File: config.mk
export PLATFORM = sky130hd
export DESIGN_NAME = smart_fan_tach_capture
export DESIGN_NICKNAME = d
export VERILOG_FILES = /design/src/fan_tach_pkg.sv /design/src/smart_fan_tach_capture.sv
export SDC_FILE = /design/constraint.sdc
export NUM_CORES = 1
export LEC_CHECK = 0
export BUFFER_PORTS_ARGS = -buffer_cell sky130_fd_sc_hd__buf_2
export CAP_MARGIN = 20
export CORE_MARGIN = 1.5
export CORE_UTILIZATION = 30
export DETAILED_ROUTE_END_ITERATION = 8
export REMOVE_ABC_BUFFERS = 1
export SYNTH_ARGS = -nofsm -noshare
export SYNTH_HDL_FRONTEND = slang
export SYNTH_SLANG_ARGS = --single-unit
File: constraint.sdc
create_clock -name clk_i -period 4.3 [get_ports clk_i]
set_clock_uncertainty 0.05 [all_clocks]
set_input_delay 0.43 -clock clk_i [delete_from_list [all_inputs] [get_ports clk_i]]
set_output_delay 0.43 -clock clk_i [all_outputs]
set_load 0.05 [all_outputs]
File: src/fan_tach_pkg.sv
// constants, register map and state encoding of the smart fan tach capture block
package fan_tach_pkg;

  ////////////////////////////////////////////////////////////////////////////
  // timing: times in their own unit, window and slot cycle counts derived from the clock rate, tick and pwm prescale given in cycles
  localparam int CLK_HZ = 200_000_000;
  localparam int CLK_PER_MS = CLK_HZ / 1000;
  localparam int EXT_WINDOW_MS = 50;
  localparam int SMART_SCAN_MS = 4000;
  localparam int NORMAL_SCAN_MS = 1000;
  localparam int NUM_FANS = 4;
  localparam int EXT_WINDOW_CYC = CLK_PER_MS * EXT_WINDOW_MS;
  localparam int SMART_SLOT_CYC = CLK_PER_MS * SMART_SCAN_MS / NUM_FANS;
  localparam int NORMAL_SLOT_CYC = CLK_PER_MS * NORMAL_SCAN_MS / NUM_FANS;
  localparam int NORMAL_WINDOW_CYC = NORMAL_SLOT_CYC / 2;
  localparam int TICK_DIV_CYC = 52000;
  localparam int PWM_PRESCALE_CYC = 31;

  ////////////////////////////////////////////////////////////////////////////
  // register byte offsets
  localparam logic [7:0] ADR_CTRL = 8'h00;
  localparam logic [7:0] ADR_DUTY = 8'h04;
  localparam logic [7:0] ADR_STATUS = 8'h08;
  localparam logic [7:0] ADR_LIMIT0 = 8'h10;
  localparam logic [7:0] ADR_VALUE0 = 8'h20;

  // field positions
  localparam int CTRL_SMART_BIT = 0;
  localparam int CTRL_EDGE_LSB = 1;
  localparam int DUTY_W = 8;
  localparam int STATUS_ERR_LSB = 0;
  localparam int STATUS_BUSY_BIT = 4;
  localparam int STATUS_EXT_BIT = 5;
  localparam int STATUS_CH_LSB = 6;

  // reset values
  localparam logic CTRL_SMART_RST = 1'b0;
  localparam logic [1:0] EDGE_RST = 2'h3;
  localparam logic [7:0] DUTY_RST = 8'h80;
  localparam logic [9:0] LIMIT_RST = 10'h3FF;

  // edge select encodings
  localparam logic [1:0] EDGE_RISE = 2'h1;
  localparam logic [1:0] EDGE_FALL = 2'h2;

  // accuracy codes in the two low value bits, saturated count field
  localparam logic [1:0] ACC_NORMAL = 2'h0;
  localparam logic [1:0] ACC_TWO = 2'h3;
  localparam logic [1:0] ACC_ONE = 2'h2;
  localparam logic [1:0] ACC_NONE = 2'h2;
  localparam logic [7:0] CNT_SAT = 8'hFF;

  // capture sequencer
  typedef enum logic [2:0] {
    ST_IDLE = 3'b001,
    ST_MEAS = 3'b010,
    ST_HOLD = 3'b100
  } seq_state_t;

endpackage

File: src/smart_fan_tach_capture.sv
// smart fan tach capture: pwm generation, period measurement and wishbone registers
//
// Summary of operation
// - smart cycle start aligns both pwm active phases
// - smart cycle holds pwm active, at most 50 ms
// - no full period in window gives saturated result
// - first full period count is stored
// - smart mode: one period only reports doubled stored count
// - two periods load value and end extension
// - normal mode accuracy bits read 00
// - smart accuracy 11 for two, 10 for one
// - smart mode: fewer than one period gives accuracy 10
// - smart mode scans four inputs within 4 s
// - single enabled edge type used exclusively
// - both enabled: first arriving edge type used
// - normal mode counts two periods, 1 s scan
// - value above low-speed limit flags error
`timescale 1ns/1ps
module smart_fan_tach_capture
  import fan_tach_pkg::*;
#(
  parameter int ADR_W = 8,
  parameter int EXT_WINDOW = EXT_WINDOW_CYC,
  parameter int SMART_SLOT = SMART_SLOT_CYC,
  parameter int NORMAL_SLOT = NORMAL_SLOT_CYC,
  parameter int NORMAL_WINDOW = NORMAL_WINDOW_CYC,
  parameter int TICK_DIV = TICK_DIV_CYC,
  parameter int PWM_PRESCALE = PWM_PRESCALE_CYC
) (
  input wire logic clk_i, // 200 MHz clock
  input wire logic rst_i, // synchronous reset, active high
  input wire logic wb_cyc_i, // wishbone cycle
  input wire logic wb_stb_i, // wishbone strobe
  input wire logic wb_we_i, // wishbone write enable
  input wire logic [ADR_W-1:0] wb_adr_i, // wishbone byte address
  input wire logic [3:0] wb_sel_i, // wishbone byte lanes
  input wire logic [31:0] wb_dat_i, // wishbone write data
  output logic [31:0] wb_dat_o, // wishbone read data
  output logic wb_ack_o, // wishbone acknowledge
  input wire logic [3:0] tach_i, // fan tach inputs
  output logic [1:0] pwm_o, // fan pwm outputs, active high
  output logic [3:0] tach_err_o // per fan low-speed error
);

  ////////////////////////////////////////////////////////////////////////////
  // whole state of the block
  typedef struct packed {
    logic ack;
    logic [31:0] dat;
    logic smart_en;
    logic [1:0] edge_sel;
    logic [1:0][7:0] duty;
    logic [3:0][9:0] limit;
    logic [3:0][9:0] value;
    logic [3:0] err;
    seq_state_t state;
    logic [1:0] ch;
    logic [31:0] slot_cnt;
    logic [31:0] win_cnt;
    logic [31:0] tick_cnt;
    logic [7:0] cnt;
    logic [7:0] cnt1;
    logic [1:0] edges;
    logic locked;
    logic lock_fall;
    logic [3:0] tach_prev;
    logic [31:0] pwm_pre;
    logic [7:0] pwm_cnt;
    logic [1:0] pwm_q;
    logic ext;
  } state_t;

  state_t s;
  state_t next_s;

  ////////////////////////////////////////////////////////////////////////////
  // next-state logic
  always_comb begin
    logic access;
    logic [31:0] wmask;
    logic [31:0] wr_word;
    logic [31:0] rd;
    logic [31:0] slot_len;
    logic [31:0] win_len;
    logic slot_start;
    logic tick;
    logic cur;
    logic prev;
    logic rise;
    logic fall;
    logic hit;
    logic finish;
    logic start;
    logic [9:0] res;
    logic [7:0] dbl;
    next_s = s;
    access = wb_cyc_i & wb_stb_i & ~s.ack;
    wmask = {{8{wb_sel_i[3]}}, {8{wb_sel_i[2]}}, {8{wb_sel_i[1]}}, {8{wb_sel_i[0]}}};
    wr_word = 32'h0000_0000;
    rd = 32'h0000_0000;
    finish = 1'b0;
    start = 1'b0;
    res = 10'h000;
    dbl = 8'h00;

    // scan slot: one fan per slot, four slots per scan period
    slot_len = s.smart_en ? 32'(SMART_SLOT) : 32'(NORMAL_SLOT);
    win_len = s.smart_en ? 32'(EXT_WINDOW) : 32'(NORMAL_WINDOW);
    slot_start = (s.slot_cnt >= slot_len - 32'h0000_0001);
    next_s.slot_cnt = slot_start ? 32'h0000_0000 : s.slot_cnt + 32'h0000_0001;

    // count timebase: the tach count advances once per tick
    tick = (s.tick_cnt >= 32'(TICK_DIV) - 32'h0000_0001);
    next_s.tick_cnt = tick ? 32'h0000_0000 : s.tick_cnt + 32'h0000_0001;

    // edge detection on the channel being measured; inputs are already synchronous
    next_s.tach_prev = tach_i;
    cur = tach_i[s.ch];
    prev = s.tach_prev[s.ch];
    rise = cur & ~prev;
    fall = ~cur & prev;
    if (s.edge_sel == EDGE_RISE) begin
      hit = rise;
    end else if (s.edge_sel == EDGE_FALL) begin
      hit = fall;
    end else if (s.locked) begin
      hit = s.lock_fall ? fall : rise;
    end else begin
      hit = rise | fall;
    end

    // capture sequencer
    unique case (s.state)
      ST_IDLE: begin
        start = slot_start;
      end
      ST_MEAS: begin
        next_s.win_cnt = s.win_cnt + 32'h0000_0001;
        if (s.edges != 2'h0 && tick && s.cnt != CNT_SAT) begin
          next_s.cnt = s.cnt + 8'h01;
        end
        if (hit) begin
          if (s.edges == 2'h0) begin
            next_s.edges = 2'h1;
            next_s.cnt = 8'h00;
            next_s.locked = 1'b1;
            next_s.lock_fall = fall; // first arriving edge type wins
          end else if (s.edges == 2'h1) begin
            next_s.edges = 2'h2;
            next_s.cnt1 = s.cnt; // single period count kept
          end else begin
            finish = 1'b1;
            res = {s.cnt, s.smart_en ? ACC_TWO : ACC_NORMAL};
          end
        end else if (s.win_cnt >= win_len - 32'h0000_0001) begin
          finish = 1'b1;
          dbl = s.cnt1[7] ? CNT_SAT : {s.cnt1[6:0], 1'b0};
          if (!s.smart_en) begin
            res = {CNT_SAT, ACC_NORMAL};
          end else if (s.edges == 2'h2) begin
            res = {dbl, ACC_ONE}; // doubled single period
          end else begin
            res = {CNT_SAT, ACC_NONE}; // saturated, low accuracy
          end
        end
        if (finish) begin
          next_s.value[s.ch] = res;
          next_s.err[s.ch] = res > s.limit[s.ch]; // period above limit means too slow
          next_s.ext = 1'b0; // back to duty control
          next_s.state = ST_HOLD;
        end
      end
      ST_HOLD: begin
        if (slot_start) begin
          next_s.ch = s.ch + 2'h1;
          start = 1'b1;
        end
      end
    endcase

    // open a capture cycle; in smart mode restart the pwm phase and hold both outputs active
    if (start) begin
      next_s.state = ST_MEAS;
      next_s.win_cnt = 32'h0000_0000;
      next_s.edges = 2'h0;
      next_s.cnt = 8'h00;
      next_s.locked = 1'b0;
      if (s.smart_en) begin
        next_s.ext = 1'b1;
        next_s.pwm_pre = 32'h0000_0000;
        next_s.pwm_cnt = 8'h00;
      end
    end

    // pwm: both outputs share one phase counter so they always start together
    if (!(start && s.smart_en)) begin
      if (s.pwm_pre >= 32'(PWM_PRESCALE) - 32'h0000_0001) begin
        next_s.pwm_pre = 32'h0000_0000;
        next_s.pwm_cnt = s.pwm_cnt + 8'h01;
      end else begin
        next_s.pwm_pre = s.pwm_pre + 32'h0000_0001;
      end
    end
    for (int i = 0; i < 2; i++) begin
      next_s.pwm_q[i] = next_s.ext | (next_s.pwm_cnt < s.duty[i]);
    end

    // wishbone read mux; unmapped offsets read zero and are still acknowledged
    if (wb_adr_i[7:2] == ADR_CTRL[7:2]) begin
      rd[CTRL_SMART_BIT] = s.smart_en;
      rd[CTRL_EDGE_LSB +: 2] = s.edge_sel;
    end else if (wb_adr_i[7:2] == ADR_DUTY[7:2]) begin
      rd[2*DUTY_W-1:0] = s.duty;
    end else if (wb_adr_i[7:2] == ADR_STATUS[7:2]) begin
      rd[STATUS_ERR_LSB +: 4] = s.err;
      rd[STATUS_BUSY_BIT] = (s.state == ST_MEAS);
      rd[STATUS_EXT_BIT] = s.ext;
      rd[STATUS_CH_LSB +: 2] = s.ch;
    end
    for (int i = 0; i < NUM_FANS; i++) begin
      if (wb_adr_i[7:2] == ADR_LIMIT0[7:2] + 6'(i)) begin
        rd[9:0] = s.limit[i];
      end
      if (wb_adr_i[7:2] == ADR_VALUE0[7:2] + 6'(i)) begin
        rd[9:0] = s.value[i];
      end
    end

    // wishbone: one wait state, ack for exactly one cycle, write takes effect with ack
    next_s.ack = access;
    if (access) begin
      next_s.dat = rd;
    end
    if (access && wb_we_i) begin
      wr_word = (rd & ~wmask) | (wb_dat_i & wmask);
      if (wb_adr_i[7:2] == ADR_CTRL[7:2]) begin
        // a mode change takes effect at once, also on the window and result of the capture cycle in progress
        next_s.smart_en = wr_word[CTRL_SMART_BIT];
        next_s.edge_sel = wr_word[CTRL_EDGE_LSB +: 2];
      end else if (wb_adr_i[7:2] == ADR_DUTY[7:2]) begin
        next_s.duty = wr_word[2*DUTY_W-1:0];
      end
      for (int i = 0; i < NUM_FANS; i++) begin
        if (wb_adr_i[7:2] == ADR_LIMIT0[7:2] + 6'(i)) begin
          next_s.limit[i] = wr_word[9:0];
        end
      end
    end

    // synchronous reset overrides everything
    if (rst_i) begin
      next_s = '0;
      next_s.state = ST_IDLE;
      next_s.smart_en = CTRL_SMART_RST;
      next_s.edge_sel = EDGE_RST;
      next_s.duty = {DUTY_RST, DUTY_RST};
      next_s.limit = {LIMIT_RST, LIMIT_RST, LIMIT_RST, LIMIT_RST};
    end
  end

  ////////////////////////////////////////////////////////////////////////////
  // state register
  always_ff @(posedge clk_i) begin
    s <= next_s;
  end

  // every output comes straight from the state register
  assign wb_dat_o = s.dat;
  assign wb_ack_o = s.ack;
  assign pwm_o = s.pwm_q;
  assign tach_err_o = s.err;

endmodule

* Word-level counts from Yosys, hierarchy flattened
Cells that the tools add are included.
** Operators by class
- $add $sub $neg :: 9
- $mul :: 0
- Divide/modulo/power cells :: 0
- $lt $le $gt $ge :: 9
- Equality and inequality tests :: 20
- Shift operators :: 0
- Multiplexer cells :: 66
- Bitwise operators :: 16
- Reductions and logical operators :: 27
** Operators with widths (number)
- $mux W10 :: 18
- $add A32 B1 Y32 const B :: 4
- $mux W40 :: 3
- $ge A32 B32 Y1 :: 2
- $mux W8 :: 8
- $bwmux W40 :: 1
- $and A16 B16 Y16 :: 2
- $ge A32 B16 Y1 const B :: 1
- $ge A32 B5 Y1 const B :: 1
- $mux W32 :: 1
- $sub A28 B1 Y29 const B :: 1
- $mux W28 :: 1
- $sub A25 B1 Y26 const B :: 1
- $mux W25 :: 1
- $eq A6 B3 Y1 const B :: 4
- $eq A6 B4 Y1 const B :: 4
- $bmux W10 S2 :: 1
- $demux W10 S2 :: 1
- $mux W20 :: 1
- $reduce_and A2 Y1 :: 9
- $mux W1 :: 17
- $add A8 B1 Y8 const B :: 2
- $lt A8 B8 Y1 :: 2
- $not A16 Y16 :: 1
- 31 further kinds :: 60
** Word-level totals
- Flip-flop bits (word level) :: 288
- Latch bits :: 0
- Memory bits (writable) :: 0
- Bits in read-only memories :: 0
- Input port bits :: 53
- Output and inout port bits :: 39
- Word-level logic and storage cells :: 178
- Memories :: 0

* Depth between registers and ports, before layout
Gate-level depths: netlist (run 1).
- Word-level depth :: 15
- Mapped depth :: 18
- Depth with buffers taken out :: 16

* Least setup slack after synthesis (run 1)
No wires, ideal clock.
- Path kind :: reg-to-reg
- Start point :: register s[270] (netlist bit)
- End point :: register s, in the netlist tach_err_o[0]
- Library setup time :: 0.123 ns
- Arrival :: 3.843 ns
- Required time :: 4.127 ns
- Setup slack :: 0.284 ns
- Cell stages (with the launch flop) :: 17
- Buffers on the path :: 1
- Clock period less this slack :: 4.016 ns
- Cells stage by stage :: dfxtp_1 -> clkbuf_1 -> inv_1 -> ha_1 -> a2111oi_0 -> nand4_1 -> o211ai_4 -> nand2_1 -> a31oi_1 -> inv_1 -> ha_1 -> a21o_1 -> a21o_1 -> a21oi_1 -> o211ai_1 -> nand3_1 -> mux2i_1
** Between the ends
- Cells in the longest elaborated chain, start to end :: 8
- Elaborated cells between the ends (all ways) :: 16
- Those cells by class :: 1 x add/sub; 2 x order compare; 12 x mux; 1 x reduce/logical
** Ends and longest elaborated chain
- from (decl) :: RTL line smart_fan_tach_capture.sv:73 : state_t s;
- from (signal assigned) :: RTL line smart_fan_tach_capture.sv:264 : s <= next_s;
- $mux W25 :: RTL line smart_fan_tach_capture.sv:108 : win_len = s.smart_en ? 32'(EXT_WINDOW) : 32'(NORMAL_WINDOW);
- $sub A25 B1 Y26 :: RTL line smart_fan_tach_capture.sv:155 : end else if (s.win_cnt >= win_len - 32'h0000_0001) begin
- $ge A32 B32 Y1 :: RTL line smart_fan_tach_capture.sv:155
- $mux W10 :: RTL line smart_fan_tach_capture.sv:155
- $mux W10 :: RTL line smart_fan_tach_capture.sv:142 : if (hit) begin
- $mux W10 :: RTL line smart_fan_tach_capture.sv:133 : unique case (s.state)
- $gt A10 B10 Y1 :: RTL line smart_fan_tach_capture.sv:168 : next_s.err[s.ch] = res > s.limit[s.ch];
- $bwmux W4 :: RTL line smart_fan_tach_capture.sv:168
Several ways; a longest one is shown, not always the timed one. The select of a mux whose other input is x is not followed.
A chain may end at the register's enable or synchronous reset.

* Worst setup path in the final report (run 1)
- Start point :: register s[163] (netlist bit)
- End point :: register s, in the netlist tach_err_o[2]
** Between the ends
- Cells in the longest elaborated chain, start to end :: 12
- Elaborated cells between the ends (all ways) :: 27
- Those cells by class :: 3 x order compare; 17 x mux; 5 x bitwise; 2 x reduce/logical
** Ends and longest elaborated chain
- $bmux W1 S2, on equally long branches :: RTL line smart_fan_tach_capture.sv:119, smart_fan_tach_capture.sv:118
- $mux W1, on equally long branches :: RTL line smart_fan_tach_capture.sv:119, smart_fan_tach_capture.sv:118
- $not A1 Y1, on equally long branches :: RTL line smart_fan_tach_capture.sv:120, smart_fan_tach_capture.sv:121
- $and A1 B1 Y1, on equally long branches :: RTL line smart_fan_tach_capture.sv:120, smart_fan_tach_capture.sv:121
- $or A1 B1 Y1 or $mux W1 (tied branches) :: RTL line smart_fan_tach_capture.sv:129, smart_fan_tach_capture.sv:127
- $mux W1 :: RTL line smart_fan_tach_capture.sv:126 : end else if (s.locked) begin
- $mux W1 :: RTL line smart_fan_tach_capture.sv:124 : end else if (s.edge_sel == EDGE_FALL) begin
- $mux W1 :: RTL line smart_fan_tach_capture.sv:122 : if (s.edge_sel == EDGE_RISE) begin
- $mux W10 :: RTL line smart_fan_tach_capture.sv:142
- $mux W10 :: RTL line smart_fan_tach_capture.sv:133
- $gt A10 B10 Y1 :: RTL line smart_fan_tach_capture.sv:168
- $bwmux W4 :: RTL line smart_fan_tach_capture.sv:168
Several ways; a longest one is shown, not always the timed one. The select of a mux whose other input is x is not followed.

==> results of run 1 <==
sequential cells by signal, summed over array words and instances (netlist names):
name	cells
tach_err_o	4
wb_ack_o	1
wb_dat_o	16
pwm_o	2
s	265
metal layers:
layer  part of all wire, %  global-route usage (%)
met1                    44                    18.4
met2                    46                    24.4
met3                   7.3                    3.41
met4                   2.9                    5.03
met5                     0                       0
cell families after synthesis:
kind of cell,Yosys count,synth area share [%]
xor gates and xnor gates,87,5.64
muxes,39,4.01
adders and majority gates,58,5.37
buffers and inverters,165,6.19
AOI/OAI and AO/OA,275,14.0
and+or+nand+nor,627,22.1
DFF,288,42.7
other,1,0.0278
metrics by stage:
| stage | hold WS [ns] | setup TNS, ns | cell area [µm²] | setup WS [ns] |
|---|---|---|---|---|
| floorplan | 0.376 | -0.893 | 13100 | -0.183 |
| global placement | 0.387 | 0 | 14400 | 0.279 |
| detailed placement | 0.396 | 0 | 14400 | 0.272 |
| CTS | 0.0354 | 0 | 15400 | 0.213 |
| global route | 0.0502 | 0 | 15400 | 0.102 |
| finish | 0.0574 | 0 | 15400 | 0.379 |
critical path, stage by stage (launching register included):
cell	delay, ns
dfxtp_1	0.40
mux4_2	0.57
inv_1	0.08
ha_1	0.23
nor3b_1	0.15
a311oi_1	0.50
a211oi_4	0.21
buf_4	0.20
a31oi_1	0.19
inv_1	0.07
ha_1	0.31
a21o_1	0.16
a21o_1	0.17
a21oi_1	0.14
o211ai_1	0.09
nand3_1	0.17
mux2i_1	0.09
cells in the final DEF (no fill, tap or decap), types with 6 or more instances in the layout:
cell type / count
mux4_2: 12
nand3_1: 68
buf_4: 33
conb_1: 62
o21ai_0: 40
mux2i_1: 26
nand4_1: 30
o211ai_1: 8
a22oi_1: 11
nor4_1: 14
dfxtp_1: 288
or3_1: 6
xor2_1: 62
nand2_1: 136
a211oi_1: 41
clkbuf_8: 10
a21oi_1: 82
a31oi_1: 18
and2_1: 12
nor2_1: 228
clkbuf_16: 31
a21o_1: 9
nor3_1: 42
buf_2: 54
xnor2_1: 25
nor2b_1: 13
and3_1: 27
or2_2: 13
nand2b_1: 6
o22ai_1: 13
and4_1: 7
inv_1: 55
ha_1: 58
cell type report:
cell class	instances	area (µm²)	area share, %
timing repair buffer	88	531	3.44
inverter	57	214	1.39
clock buffer	46	932	6.04
tap	592	741	4.80
clock inverter	10	88.8	0.576
sequential	288	5770	37.4
multi-input combinational	1148	7150	46.4
worst max path at each step:
| stage | startpoint | end | slack [ns] |
|---|---|---|---|
| 6_report | s[163] | tach_err_o[2] | 0.38 |
| 2_1_floorplan | s[163] | tach_err_o[3] | -0.18 |
| 5_1_grt | s[163] | tach_err_o[2] | 0.10 |
| 4_1_cts | s[163] | tach_err_o[2] | 0.21 |
| 3_5_place_dp | tach_i[3] | tach_err_o[0] | 0.27 |
| 3_3_place_gp | tach_i[3] | tach_err_o[2] | 0.28 |
power by group through the flow:
stage / Sequential (mW) / Clock, mW / Combinational [mW]
3_3_place_gp: 2.79 / 0 / 0.313
2_1_floorplan: 2.80 / 0 / 0.176
3_5_place_dp: 2.79 / 0 / 0.318
6_report: 2.73 / 2.62 / 0.322
4_1_cts: 2.73 / 2.69 / 0.319
5_1_grt: 2.73 / 2.80 / 0.352
==> flow_metrics.tcl, run 1 <==
set metrics [dict create \
    critPathCaptureType "flop" \
    drt_iter0_markers 834 \
    core-area_um2 44300 \
    synth_enable_flop_cells 0 \
    rows 77 \
    critPathArrivalTime_ns 4.29 \
    avgRoutedWirePerCell_um 15.4 \
    status "complete, no violations" \
    syn_area_per_cell_um2 8.77 \
    relSlewSlack_pct 32.4 \
    fin_crit_ns 3.92 \
    p_sw_share_pct 23.4 \
    htree_levels 1 \
    r2r-start "s[163]" \
    post_cts_resize_count 0 \
    io_buffers 55 \
    peakVddDrop_uv 380 \
    timing.rr.end "tach_err_o[2]" \
    seq_power_share_pct 48.1 \
    setup_viol 0 \
    cts_hold_buf 0 \
    syn-cell-area_um2 13500 \
    internal_power_mw 4.35 \
    via_per_inst 4.95 \
    synth.most_common_cell "dfxtp_1" \
    fin_crit_sh_pct 91.2 \
    grt_pass1_vias 10742 \
    drv_cap 0 \
    clkLatencyLatePin_ns 0.57 \
    initial_core_util_pct 30.5 \
    final_core_util_pct 34.8 \
    reg2reg_depth 16 \
    ys_types 80 \
    cts.reportedPaths.clkPinSlew_ns 0.06 \
    dp.cells 2172 \
    dp_hpwl_mm 24.5 \
    netSwitchingPower_mw 1.33 \
    rsz0062_at_grt "no" \
    antenna_cells 0 \
    die_x_um 215 \
    overflow 0 \
    grt_usage_pct 14.6 \
    root_buffer "clkbuf_16" \
    yosys-top-cells-count "dfxtp_1, nor2_1, nand2_1, a21oi_1, nand3_1" \
    synth_area_leaders "dfxtp_1, nor2_1, ha_1" \
    pwr_density_cell_nw_per_um2 368 \
    ctsLongestPathBuffers 3 \
    ys_warn_count 0 \
    cts_setup_buffers 0 \
    reg2reg_slack_ns 0.38 \
    synth_top_area_share_pct 42.7 \
    cts_tree "done" \
    hp-start "tach_i[2]" \
    ys_seq_elements 288 \
    fill_cells 4566 \
    num-nets-final 1725 \
    io_pins 92 \
    ant_nets 0 \
    routabilityCongestion 0.929 \
    die-area_um2 46300 \
    whs_path_depth 2 \
    worst-setup-path-type "reg -> reg" \
    async_flop_share_pct 0 \
    antenna_found_initial 0 \
    hold_class "in -> reg" \
    maxSlewViolCount 0 \
    p_total_mw 5.68 \
    holdPathEnd "s[45]" \
    drc_errors 0 \
    grt_pass1_wl_mm 55.5 \
    critPathLaunchType "flop" \
    tightest_slew_ns 0.988 \
    die_h_um 215 \
    drt-total-wl_mm 34.3 \
    firstDrtPassIters 5 \
    syn_inst 1540 \
    synth_ff_type "dfxtp_1" \
    ys_seq_area_share_pct 42.7 \
    cts_sinks 288 \
    leakagePower_nw 5.86 \
    crit_required_ns 4.67 \
    max_freq_mhz 255 \
    combPwrFrac_pct 5.7 \
    pwr-share-clk_pct 46.2 \
    num_vias 11030 \
    final-hold-violation-count 0 \
    critPathMaxFanout 14 \
    drive_gt1_share_pct 11.5 \
    synth_top_area_cell "dfxtp_1" \
    grt_max_degree 72 \
    synthToLayoutAreaGrowth_pct 14.2 \
    final_cells 2229 \
    numCtsBuffers 31 \
]
No activity file was read; power rests on OpenSTA's default activity.
==> run 2, diff against run 1 <==
CORE_ASPECT_RATIO = 0.75   (was unset)
SETUP_SLACK_MARGIN = 0.4   (was unset)
==> run 2 against run 1 <==
Against the previous run: the flow now finishes with violations (DRC); non-clock buffer count up 13; worst hold slack worse by 0.020 ns; flip-flop and latch count unchanged; via count up 0.94%; sequential share of layout area down 0.26 points; utilization up 0.094 points; total power down 0.11%; fmax up 5.5%; largest cell class unchanged.
==> flow_metrics.tcl, run 2 (synthesis gave the netlist of run 1 again) <==
set metrics [dict create \
    relSlewSlack_pct 36.4 \
    fin_crit_sh_pct 86.4 \
    critPathCaptureType "flop" \
    die_h_um 187 \
    core-area_um2 44500 \
    antenna_found_initial 0 \
    crit_path_cell_trace "mux4_2 > inv_1 > ha_1 > nor2b_1 > a211oi_4 > a211oi_4 > buf_4 > buf_4 > and2_4 > a21oi_1 > ha_1 > a21o_1 > a21oi_1 > o211ai_1 > nand3_2 > mux2i_1" \
    io_buffers 55 \
    critPathMaxFanout 7 \
    numCtsBuffers 29 \
    num-nets-final 1737 \
    overflow 0 \
    fill_cells 4532 \
    tightest_slew_ns 0.927 \
    grt_max_degree 82 \
    pwr_density_cell_nw_per_um2 365 \
    root_buffer "clkbuf_16" \
    firstDrtPassIters 7 \
    reg2reg_slack_ns 0.58 \
    grt_pass1_wl_mm 56.4 \
    routabilityCongestion 0.943 \
    critPathTopFamily "compound AO/OA/AOI/OAI gates" \
    maxSlewViolCount 0 \
    critPathLaunchType "flop" \
    antenna_cells 0 \
    ant_nets 0 \
    rsz0062_at_grt "yes" \
    setup_viol 0 \
    layout_common_cells "dfxtp_1, nor2_1, nand2_1" \
    max_freq_mhz 269 \
    pre_cts_ws_ns 0.0867 \
    final-hold-violation-count 0 \
    dp_hpwl_mm 25.8 \
    drive_gt1_share_pct 12.8 \
    layout_setup_ws_ns 0.583 \
    die-area_um2 46300 \
    drv_cap 0 \
    via_per_inst 4.98 \
    drc_errors 2 \
    cts_hold_buf 0 \
    num_vias 11134 \
    clkLatencyLatePin_ns 0.57 \
    drt_iter0_markers 1038 \
    initial_core_util_pct 30.4 \
    io_pins 92 \
    htree_levels 1 \
    grt_pass1_vias 10517 \
    drt-total-wl_mm 35.4 \
    cts_tree "done" \
    worst-setup-path-type "reg -> reg" \
    dp.cells 2166 \
    largest_register "s" \
    cp_slowest_cell "mux4_2" \
    critPathMaxStageDelay_ns 0.55 \
    final_cells 2235 \
    hold_class "in -> reg" \
    status "finished with violations" \
    final_core_util_pct 34.9 \
    crit_required_ns 4.69 \
    violations "DRC" \
    leakagePower_nw 5.90 \
    avgRoutedWirePerCell_um 15.9 \
    layout_commonest_cell "dfxtp_1" \
    grt_usage_pct 15.1 \
    largest_reg_flops 265 \
    fin_crit_ns 3.72 \
    ctsLongestPathBuffers 3 \
    rows 67 \
    die_x_um 248 \
    synthToLayoutAreaGrowth_pct 15.0 \
    peakVddDrop_uv 257 \
    critPathArrivalTime_ns 4.11 \
    cts_sinks 288 \
    cp.buffers_inverters 3 \
    cts.reportedPaths.clkPinSlew_ns 0.07 \
]
## run 2: timing repair
action	4_1_cts	5_1_grt
pin swaps	1	3
gates resized for setup	1	14
cloned	0	1
setup buffers	3	11
setup endpoints to repair	10	11
## run 2: worst register-to-register path, cell delays in order (launching register included)
cell,delay (ns)
dfxtp_2,0.37
mux4_2,0.55
inv_1,0.09
ha_1,0.24
nor2b_1,0.16
a211oi_4,0.40
a211oi_4,0.07
buf_4,0.19
buf_4,0.16
and2_4,0.18
a21oi_1,0.21
ha_1,0.27
a21o_1,0.18
a21oi_1,0.13
o211ai_1,0.12
nand3_2,0.13
mux2i_1,0.08
## run 2: final cells by class
cell class	instances	area [µm²]	area share, %
Clock inverter	17	181	1.17
Tap cell	586	733	4.72
Sequential cell	288	5770	37.1
Clock buffer	37	796	5.12
Inverter	57	218	1.40
Timing Repair Buffer	101	621	3.99
Multi-Input combinational cell	1149	7220	46.5
## run 2: final timing paths
path / end / from / cells past startpoint
worst max-delay path: tach_err_o[1] / s[163] / 16
worst min-delay path: s[45] / tach_i[2] / 2
worst max register to register: tach_err_o[1] / s[163] / 16
worst min register to register: wb_dat_o[1] / wb_dat_o[1] / 2
## run 2: routing by layer
layer  up-vias  GRT usage (%)  wire [µm]
li1       5485              -          -
met1      5275           21.7      17000
met2       314           21.1      14400
met3        60           5.19       3210
met4         0           4.13        802
met5         -              0          0
## run 2: power by group
part | internal (mW) | switching (mW)
clock network | 1.50 | 1.10
logic | 0.0962 | 0.252
registers | 2.71 | 0.0218
total | 4.30 | 1.37
## run 2: metrics by stage
| stage | total power, mW | TNS (ns) | cell area (µm²) | hold WS, ns |
|---|---|---|---|---|
| finish | 5.67 | 0 | 15500 | 0.0370 |
| global route | 5.89 | 0 | 15500 | 0.0233 |
| CTS | 5.71 | 0 | 15400 | 0.0168 |
| detailed placement | 3.11 | 0 | 14400 | 0.395 |
| global placement | 3.11 | 0 | 14400 | 0.391 |
| floorplan | 2.98 | -0.893 | 13100 | 0.376 |
